==> src/pmr_pkg.sv <==
// Package: offsets, field positions, reset values and carriers for the block
package pmr_pkg;
	localparam int NPH = 3;
	localparam int AW = 10;
	// Per-phase offsets, index 0 = phase A, 1 = B, 2 = C
	localparam logic [NPH-1:0][AW-1:0] EN_OFS = {10'h31d, 10'h231, 10'h145};
	localparam logic [NPH-1:0][AW-1:0] WRAP_OFS = {10'h31e, 10'h232, 10'h146};
	localparam logic [NPH-1:0][AW-1:0] PF_OFS = {10'h39e, 10'h2b2, 10'h1c6};
	localparam logic [NPH-1:0][AW-1:0] VRMS_OFS = {10'h3a0, 10'h2b4, 10'h1c8};
	localparam logic [NPH-1:0][AW-1:0] IRMS_OFS = {10'h3a4, 10'h2b8, 10'h1cc};
	localparam logic [AW-1:0] POS_ENERGY_C_OFS = 10'h3c0;
	localparam int POS_ENERGY_C_PHASE = 2;
	// Enable register fields
	localparam int EXCESS_CURRENT_BIT = 0;
	localparam int HIGH_VOLTAGE_BIT = 1;
	localparam int LOW_VOLTAGE_BIT = 2;
	localparam int MISSING_ZERO_CROSS_BIT = 3;
	localparam int POWER_REVERSAL_BIT = 4;
	localparam int DIRECTION_BIT = 6;
	localparam int NCOND = 5;
	localparam logic [7:0] EN_RESET = 8'h00;
	// Wrap flag fields
	localparam int POSITIVE_ENERGY_WRAP = 0;
	localparam int NEGATIVE_ENERGY_WRAP = 1;
	localparam int APPARENT_ENERGY_WRAP = 4;
	localparam logic [7:0] WRAP_RESET = 8'h00;
	localparam logic [15:0] PF_RESET = 16'h0000;
	localparam logic [31:0] WORD_RESET = 32'h00000000;
	localparam logic [15:0] FREQ_RESET = 16'h0000;

	typedef struct packed {
		logic signed [31:0] instRealPower;
		logic [31:0] apparentPower;
		logic [31:0] rawVoltageRms;
		logic [31:0] rawCurrentRms;
		logic signed [15:0] powerFactorValue;
		logic overCurrent;
		logic overVoltage;
		logic underVoltage;
		logic noZeroCross;
	} pmrPhaseIn_t;

	typedef struct packed {
		logic [AW-1:0] addr;
		logic wr;
		logic rd;
		logic [7:0] wrData;
	} pmrRegReq_t;
endpackage

==> src/pmr_phase_metering_result_regs.sv <==
// Per-phase metering result, event enable and energy wrap registers
`timescale 1ns/1ns
`default_nettype none
module pmr_phase_metering_result_regs (
	input wire logic ref_clk,
	input wire logic srst,
	input wire logic dspTick,
	input wire pmr_pkg::pmrPhaseIn_t [pmr_pkg::NPH-1:0] phaseIn,
	input wire logic [15:0] lineFreqIn,
	input wire pmr_pkg::pmrRegReq_t regReq,
	input wire logic [pmr_pkg::NPH*pmr_pkg::NCOND-1:0] condClear,
	input wire logic [pmr_pkg::NCOND-1:0] summaryClear,
	input wire logic irqEnable,
	output logic [31:0] rdData,
	output logic rdValid,
	output logic [pmr_pkg::NCOND-1:0] summaryIrq,
	output logic irqReq,
	output logic [15:0] lineFreq,
	output logic [pmr_pkg::NPH*pmr_pkg::NCOND-1:0] conditionFlags
);
	localparam int NPH = pmr_pkg::NPH;
	localparam int NCOND = pmr_pkg::NCOND;

	logic [NPH-1:0][NCOND-1:0] gated;
	logic [NPH-1:0][31:0] phaseRd;
	logic [NPH-1:0] phaseHit;
	logic [NCOND-1:0] summary_q;
	logic [NCOND-1:0] summary_d;
	logic [31:0] rdData_q;
	logic rdValid_q;
	logic irqReq_q;
	logic [15:0] lineFreq_q;
	logic [31:0] rdMux;

	genvar p;
	for (p = 0; p < NPH; p++) begin : gPhase
		logic [7:0] enable_q;
		logic [7:0] wrap_q;
		logic [NCOND-1:0] cond_q;
		logic dirNeg_q;
		logic [31:0] posEnergy_q;
		logic [31:0] negEnergy_q;
		logic [31:0] appEnergy_q;
		logic [31:0] vrms_q;
		logic [31:0] irms_q;
		logic [15:0] pf_q;
		wire logic signed [31:0] act = phaseIn[p].instRealPower;
		wire logic actPos = !act[31] && (act != 32'h00000000);
		wire logic actNeg = act[31];
		wire logic [31:0] actMag = 32'(-act);
		wire logic [32:0] posSum = {1'b0, posEnergy_q} + {1'b0, act};
		wire logic [32:0] negSum = {1'b0, negEnergy_q} + {1'b0, actMag};
		wire logic [32:0] appSum =
			{1'b0, appEnergy_q} + {1'b0, phaseIn[p].apparentPower};
		wire logic posWrap = dspTick && actPos && posSum[32];
		wire logic negWrap = dspTick && actNeg && negSum[32];
		wire logic appWrap = dspTick && appSum[32];
		wire logic dirChange = dspTick && (actNeg != dirNeg_q);
		wire logic enWr = regReq.wr && (regReq.addr == pmr_pkg::EN_OFS[p]);
		wire logic wrapWr =
			regReq.wr && (regReq.addr == pmr_pkg::WRAP_OFS[p]);
		wire logic [7:0] wrapSet = {3'b000, appWrap, 2'b00, negWrap, posWrap};
		// Writing zero clears a wrap flag; a wrap in the same cycle still wins
		wire logic [7:0] wrapKeep = wrapWr ? regReq.wrData : 8'hff;
		wire logic [NCOND-1:0] condSet = {
			dirChange, phaseIn[p].noZeroCross, phaseIn[p].underVoltage,
			phaseIn[p].overVoltage, phaseIn[p].overCurrent};
		wire logic [NCOND-1:0] condClr = condClear[p*NCOND +: NCOND];
		wire logic [7:0] enRead = {1'b0, dirNeg_q, 1'b0, enable_q[4:0]};

		assign gated[p] = cond_q & enable_q[NCOND-1:0];
		assign phaseHit[p] = regReq.addr == pmr_pkg::EN_OFS[p]
			|| regReq.addr == pmr_pkg::WRAP_OFS[p]
			|| regReq.addr == pmr_pkg::PF_OFS[p]
			|| regReq.addr == pmr_pkg::VRMS_OFS[p]
			|| regReq.addr == pmr_pkg::IRMS_OFS[p]
			|| (p == pmr_pkg::POS_ENERGY_C_PHASE
			&& regReq.addr == pmr_pkg::POS_ENERGY_C_OFS);
		assign phaseRd[p] =
			(regReq.addr == pmr_pkg::EN_OFS[p]) ? {24'h000000, enRead} :
			(regReq.addr == pmr_pkg::WRAP_OFS[p]) ? {24'h000000, wrap_q} :
			(regReq.addr == pmr_pkg::PF_OFS[p]) ? {16'h0000, pf_q} :
			(regReq.addr == pmr_pkg::VRMS_OFS[p]) ? vrms_q :
			(regReq.addr == pmr_pkg::IRMS_OFS[p]) ? irms_q :
			(p == pmr_pkg::POS_ENERGY_C_PHASE
			&& regReq.addr == pmr_pkg::POS_ENERGY_C_OFS) ? posEnergy_q :
			32'h00000000;

		always_ff @(posedge ref_clk) begin
			if (srst) begin
				enable_q <= pmr_pkg::EN_RESET;
				wrap_q <= pmr_pkg::WRAP_RESET;
				cond_q <= '0;
				dirNeg_q <= 1'b0;
				posEnergy_q <= pmr_pkg::WORD_RESET;
				negEnergy_q <= pmr_pkg::WORD_RESET;
				appEnergy_q <= pmr_pkg::WORD_RESET;
				vrms_q <= pmr_pkg::WORD_RESET;
				irms_q <= pmr_pkg::WORD_RESET;
				pf_q <= pmr_pkg::PF_RESET;
			end else begin
				// Only the five gate bits are writable; direction is read-only
				if (enWr) begin
					enable_q <= {3'b000, regReq.wrData[4:0]};
				end
				wrap_q <= (wrap_q & wrapKeep) | wrapSet;
				cond_q <= (cond_q & ~condClr) | condSet;
				if (dspTick) begin
					dirNeg_q <= actNeg;
					vrms_q <= phaseIn[p].rawVoltageRms;
					irms_q <= phaseIn[p].rawCurrentRms;
					pf_q <= phaseIn[p].powerFactorValue;
					appEnergy_q <= appSum[31:0];
					if (actPos) begin
						posEnergy_q <= posSum[31:0];
					end
					if (actNeg) begin
						negEnergy_q <= negSum[31:0];
					end
				end
			end
		end
	end

	assign rdMux = phaseRd[0] | phaseRd[1] | phaseRd[2];
	// Hardware set wins over a clear arriving in the same cycle
	assign summary_d = (summary_q & ~summaryClear)
		| gated[0] | gated[1] | gated[2];

	always_ff @(posedge ref_clk) begin
		if (srst) begin
			summary_q <= '0;
			irqReq_q <= 1'b0;
			rdData_q <= pmr_pkg::WORD_RESET;
			rdValid_q <= 1'b0;
			lineFreq_q <= pmr_pkg::FREQ_RESET;
		end else begin
			summary_q <= summary_d;
			irqReq_q <= irqEnable && (|summary_d);
			rdValid_q <= regReq.rd;
			// Unmapped addresses read back as zero
			if (regReq.rd) begin
				rdData_q <= (|phaseHit) ? rdMux : 32'h00000000;
			end
			if (dspTick) begin
				lineFreq_q <= lineFreqIn;
			end
		end
	end

	assign rdData = rdData_q;
	assign rdValid = rdValid_q;
	assign summaryIrq = summary_q;
	assign irqReq = irqReq_q;
	assign lineFreq = lineFreq_q;
	assign conditionFlags = {gPhase[2].cond_q, gPhase[1].cond_q,
		gPhase[0].cond_q};
endmodule // pmr_phase_metering_result_regs
`default_nettype wire

==> config.mk <==
export PLATFORM = sky130hd
export DESIGN_NAME = pmr_phase_metering_result_regs
export DESIGN_NICKNAME = d
export VERILOG_FILES = /design/src/pmr_pkg.sv /design/src/pmr_phase_metering_result_regs.sv
export SDC_FILE = /design/constraint.sdc
export NUM_CORES = 2
export LEC_CHECK = 0
export ABC_AREA = 1
export CORE_ASPECT_RATIO = 0.8
export CORE_MARGIN = 3
export CORE_UTILIZATION = 35
export CTS_BUF_LIST = sky130_fd_sc_hd__clkbuf_2 sky130_fd_sc_hd__clkbuf_4 sky130_fd_sc_hd__clkbuf_8
export CTS_CLUSTER_DIAMETER = 40
export DETAILED_ROUTE_END_ITERATION = 16
export DONT_BUFFER_PORTS = 1
export GPL_TIMING_DRIVEN = 0
export PLACE_DENSITY = 0.48
export SYNTH_ARGS = -nofsm -noshare
export SYNTH_HDL_FRONTEND = slang
export SYNTH_SLANG_ARGS = --single-unit
==> constraint.sdc <==
create_clock -name ref_clk -period 3.9 [get_ports ref_clk]
set_clock_uncertainty 0.15 [all_clocks]
set_input_delay 0.585 -clock ref_clk [delete_from_list [all_inputs] [get_ports ref_clk]]
set_output_delay 0.585 -clock ref_clk [all_outputs]
set_load 0.01 [all_outputs]
=== Yosys cells after proc, flatten, opt, wreduce, memory -nomap -nowiden ===
Cells that the tools add are included.

* Equality and inequality tests: 19
* Add/sub/neg operators: 12
* Reduce and logical (&&, ||, !) cells: 55
* Bitwise gates (word level): 25
* Multiplexer cells: 20

{| class="wikitable"
|+ Operators by type and width
! cell !! count
|-
| 32-bit 2-to-1 mux || 17
|-
| 32-bit by 32-bit adder with 33-bit output || 9
|-
| 10-bit equality test, second input constant || 11
|-
| 32-bit negation || 3
|-
| 32-bit nonzero test || 3
|-
| 32-bit OR || 2
|-
| 10-bit by 9-bit equality test with 1-bit output, second input constant || 5
|-
| 5-bit bitwise AND || 7
|-
| 5-bit OR || 6
|-
| 1-bit logical AND || 28
|-
| 8-bit bitwise AND || 3
|-
| 8-bit 2-to-1 mux || 3
|-
| 8-bit by 5-bit OR with 8-bit output || 3
|-
| 5-bit NOT || 4
|-
| 1-bit logical OR || 13
|-
| 2-bit AND reduction || 6
|-
| 5-bit OR reduction || 1
|-
| 1-bit logical NOT || 3
|-
| 1-bit inequality test || 3
|-
| 3-bit OR reduction || 1
|}

* Bits in registers: 640
* Input port bits: 504

=== Longest topological paths before layout ===
* Depth after elaboration: 9
* Depth in mapped cells: 25

=== Least setup slack after synthesis ===
OpenSTA, ideal clock, no wires.

* Path kind: input-to-reg
* Start point: input phaseIn[413] (netlist bit)
* End point: register gPhase[2].negEnergy_q[28]
* Path slack: 0.529 ns
* Stages on the path: 24
* Library setup time: 0.115 ns
* Arrival: 3.105 ns
* Path through: inv_1 -> ha_1 -> nand2_1 -> nor2_1 -> nand2_1 -> nor2_1 -> nand2_1 -> nor2_1 -> nand4_1 -> nor2_1 -> xor2_1 -> inv_1 -> ha_1 -> nand2_1 -> nor2_1 -> inv_1 -> nor2_1 -> inv_1 -> nor3_1 -> o21ai_0 -> nand2_1 -> nor2_1 -> o21ai_0 -> inv_1

* Word-level cells in the longest chain between the ends: 2

{| class="wikitable"
|+ Ends and longest elaborated chain
! element !! RTL line !! RTL
|-
| from (decl) || pmr_phase_metering_result_regs.sv:8 || <nowiki>input wire pmr_pkg::pmrPhaseIn_t [pmr_pkg::NPH-1:0] phaseIn,</nowiki>
|-
| 32-bit negation || pmr_phase_metering_result_regs.sv:50 || <nowiki>wire logic [31:0] actMag = 32'(-act);</nowiki>
|-
| 32-bit by 32-bit adder with 33-bit output || pmr_phase_metering_result_regs.sv:52 || <nowiki>wire logic [32:0] negSum = {1'b0, negEnergy_q} + {1'b0, actMag};</nowiki>
|-
| to (signal assigned) || pmr_phase_metering_result_regs.sv:96 || <nowiki>negEnergy_q <= pmr_pkg::WORD_RESET;</nowiki>
|-
| to (signal assigned) || pmr_phase_metering_result_regs.sv:118 || <nowiki>negEnergy_q <= negSum[31:0];</nowiki>
|-
| to (decl) || pmr_phase_metering_result_regs.sv:42 || <nowiki>logic [31:0] negEnergy_q;</nowiki>
|}

No other way between the ends.
A chain may end at the register's enable or synchronous reset.

=== Final worst setup path ===
* Start point: input phaseIn[117] (netlist bit)
* End point: register gPhase[0].wrap_q[1]

* Word-level cells in the longest chain between the ends: 4

{| class="wikitable"
|+ Ends and longest elaborated chain
! element !! RTL line !! RTL
|-
| 32-bit negation || pmr_phase_metering_result_regs.sv:50 ||
|-
| 32-bit by 32-bit adder with 33-bit output || pmr_phase_metering_result_regs.sv:52 ||
|-
| 1-bit logical AND || pmr_phase_metering_result_regs.sv:56 || <nowiki>wire logic negWrap = dspTick && actNeg && negSum[32];</nowiki>
|-
| 8-bit by 5-bit OR with 8-bit output || pmr_phase_metering_result_regs.sv:106 || <nowiki>wrap_q <= (wrap_q & wrapKeep) | wrapSet;</nowiki>
|-
| to (signal assigned) || pmr_phase_metering_result_regs.sv:92 || <nowiki>wrap_q <= pmr_pkg::WRAP_RESET;</nowiki>
|-
| to (signal assigned) || pmr_phase_metering_result_regs.sv:106 ||
|-
| to (decl) || pmr_phase_metering_result_regs.sv:38 || <nowiki>logic [7:0] wrap_q;</nowiki>
|}

No other way between the ends.

==> reports/qor.yml <==
timing.hold.ws_ps: 90.9
tritoncts: "yes"
slew_headroom: 0.0440
setup_viol: 0
syn_avg_cell_area_um2: 6.19
grt_pass1_vias: 47900
ff_latch_area_um2: 12800
post_cts_buffers: 0
synth_edf_count: 0
critPathArrivalTime_ps: 4240
numClockSinks: 640
route.detailed.drc: 0
cp_num_buf_inv: 3
ios: 574
grt_antenna_before_repair: 32
yosys-top-cells-count: "1464 x nand2_1, 1268 x nor2_1, 1065 x inv_1"
status: "completed"
clk_path_buf_depth: 3
wl_per_cell_um: 20.9
synth_area_um2: 45900
die_w_um: 411
leakagePower_uw: 0.0271
synth.top_cell.area_share: 0.279
clock_latency_ps: 890
clk_pin_slew_ps: 60
period_needed_ps: 3660
hp-class: "input pin to flop"
grt_max_degree: 17
die_area_um2: 136000
drt_wl_total_um: 207000
worstHoldPathCells: 5
grt_use_total: 0.293
htree_num_levels: 4
final_net_count: 8840
startpoint_type: "input pin"
rows: 118
numPortBuffers: 0
fp.dieH_um: 330
ys_warn_count: 0
drive_gt1_frac: 0.0496
fmax_mhz: 273
synth_top_cell_by_area: "dfxtp_1"
ys_ff_latch: 640
tightest_slew_ps: 1430
multi_input_area_um2: 28200
cp_cell_sequence: "dlygate4sd3_1, inv_1, ha_1, nand2_1, nor2_1, nand3_2, nor2_1, nand2_1, nor4_4, nand2_1, xor2_1, ha_1, nand2_1, inv_1, a21boi_0, o21ai_0, a21oi_1, nand2_1, nand2_1, a21oi_1"
crit_path_frequent_cell: "nand2_1"
crit_fanout: 3
drt-initial-drc-count: 4583
cp.required_ps: 4480
initial_utilization: 0.354
cts_buffers: 146
overflow: 0
finalHoldViolations: 0
ant_nets: 0
post-place-ws_ps: -467
path_class: "input pin to flop"
synth_top_cells_by_area: "dfxtp_1 28%, nand2_1 12%, nor2_1 10%"
nFillCells: 14000
grt_pass1_wl_um: 301000
async_flop_share: 0
slew_violations: 0
powerDensity_nw_per_um2: 391
finalCritPeriodShare: 0.938
drt_first_pass_iters: 6
via_per_inst: 5.16
synth_most_common_cell: "nand2_1"
crit_family: "simple AND/OR/NAND/NOR gates"
fin_ws_ps: 243
vdd_ir_drop_max_uv: 325
cpPeakStageDelay_ps: 600
cts_root_buffer: "clkbuf_8"
cp_num_cells: 20
place_hpwl_um: 165000
synth_cells: 7420
fin_tns_setup_ps: 0
slowest_stage: "dlygate4sd3_1"
dp.cells: 9160
cp-end-kind: "flop"
ys.flop_type: "dfxtp_1"
area_delta_synth_final_pct: 22.8
synth_nets: 8224
fin_cells: 9910
synthDistinctLibCells: 49
vias: 51200
gp_congestion: 0.941
reg2regPathDepth: 10
core_area_um2: 130000
synth-seq-area-share: 0.279
drv_cap: 0
[registers in the layout, indices dropped and copies added, names as in the netlist]
signal              flops
gPhase.appEnergy_q     96
gPhase.irms_q          96
gPhase.negEnergy_q     96
gPhase.posEnergy_q     96
gPhase.vrms_q          96
gPhase.pf_q            48
rdData                 32
gPhase.wrap_q          24
lineFreq               16
gPhase.cond_q          15
gPhase.enable_q        15
summaryIrq              5
gPhase.dirNeg_q         3
irqReq                  1
rdValid                 1
[metrics by stage]
| stage | util | instance area (µm²) | power [µW] |
|---|---|---|---|
| after floorplan | - | 45900 | 10800 |
| after global placement | 0.370 | 48100 | 12100 |
| after detailed placement | 0.371 | 48100 | 12200 |
| after CTS | 0.434 | 56300 | 22100 |
| after global routing | 0.434 | 56300 | 23200 |
| final | 0.434 | 56400 | 22000 |
[final cells by class]
| type | count | share of cell area |
|---|---|---|
| multi-input combinational | 5482 | 0.500 |
| inverter | 1088 | 0.0724 |
| buffer | 210 | 0.0155 |
| clock buffer | 205 | 0.0466 |
| timing repair buffer | 468 | 0.0832 |
| tap | 1740 | 0.0386 |
| clock inverter | 54 | 0.0157 |
| antenna | 23 | 0.00102 |
| sequential | 640 | 0.227 |
[tightest hold or removal path, stage by stage]
cell	delay [ps]
ha_1	220
nand4_1	110
nand3_1	90
nand2_1	50
inv_1	40
[routing by layer]
metal  share of wire  vias up  global-route usage
met4           0.025       12              0.0748
met5         0.00041        -                   0
met3           0.076      324              0.0515
met1            0.48    23700               0.430
met2            0.42     1811               0.441
li1                -    25300                   -
[cell families after synthesis]
logic type	Yosys count	share of synthesized area
adders and majority gates	300	0.0832
DFF	640	0.279
AOI/OAI and AO/OA	1553	0.182
buffers and inverters	1298	0.108
and+or+nand+nor	3430	0.309
xor gates and xnor gates	199	0.0380
[power breakdown]
part / switching, µW / total, µW / leakage, µW / internal, µW
Sequential: 296 / 7310 / 0.00529 / 7020
Combinational: 3420 / 5300 / 0.0200 / 1870
Clock: 3650 / 9420 / 0.00179 / 5770
[cell usage in the layout, fill, tap and decap left out, types with 34 or more instances in the layout]
cell type      count
nand2_1         1464
nor2_1          1266
inv_1           1065
o21ai_0          668
dfxtp_1          640
a21oi_1          617
dlygate4sd3_1    467
nand3_1          425
ha_1             289
clkbuf_8         174
clkbuf_1         153
xor2_1           134
o21bai_1          80
nand4_1           71
xnor2_1           65
nor3_1            52
nor4_1            40
buf_2             34
[path summary, 6_finish.rpt]
check / slack [ps] / endpoint / startpoint
max: 240 / gPhase[0].wrap_q[1]$_SDFF_PP0_ / phaseIn[117]
min: 90 / gPhase[0].posEnergy_q[24]$_SDFFE_PP0P_ / phaseIn[140]
max reg2reg: 440 / gPhase[0].wrap_q[4]$_SDFF_PP0_ / gPhase[0].appEnergy_q[0]$_SDFFE_PP0P_
min reg2reg: 300 / gPhase[2].wrap_q[5]$_SDFF_PP0_ / gPhase[2].wrap_q[5]$_SDFF_PP0_
[repair_timing]
item | in CTS | in global routing
setup endpoints to repair | 0 | 12
hold buffers | 467 | 0
hold endpoints to repair | 502 | 0
resized for setup | 0 | 11
Note: power is estimated with default switching activity, not from simulation.
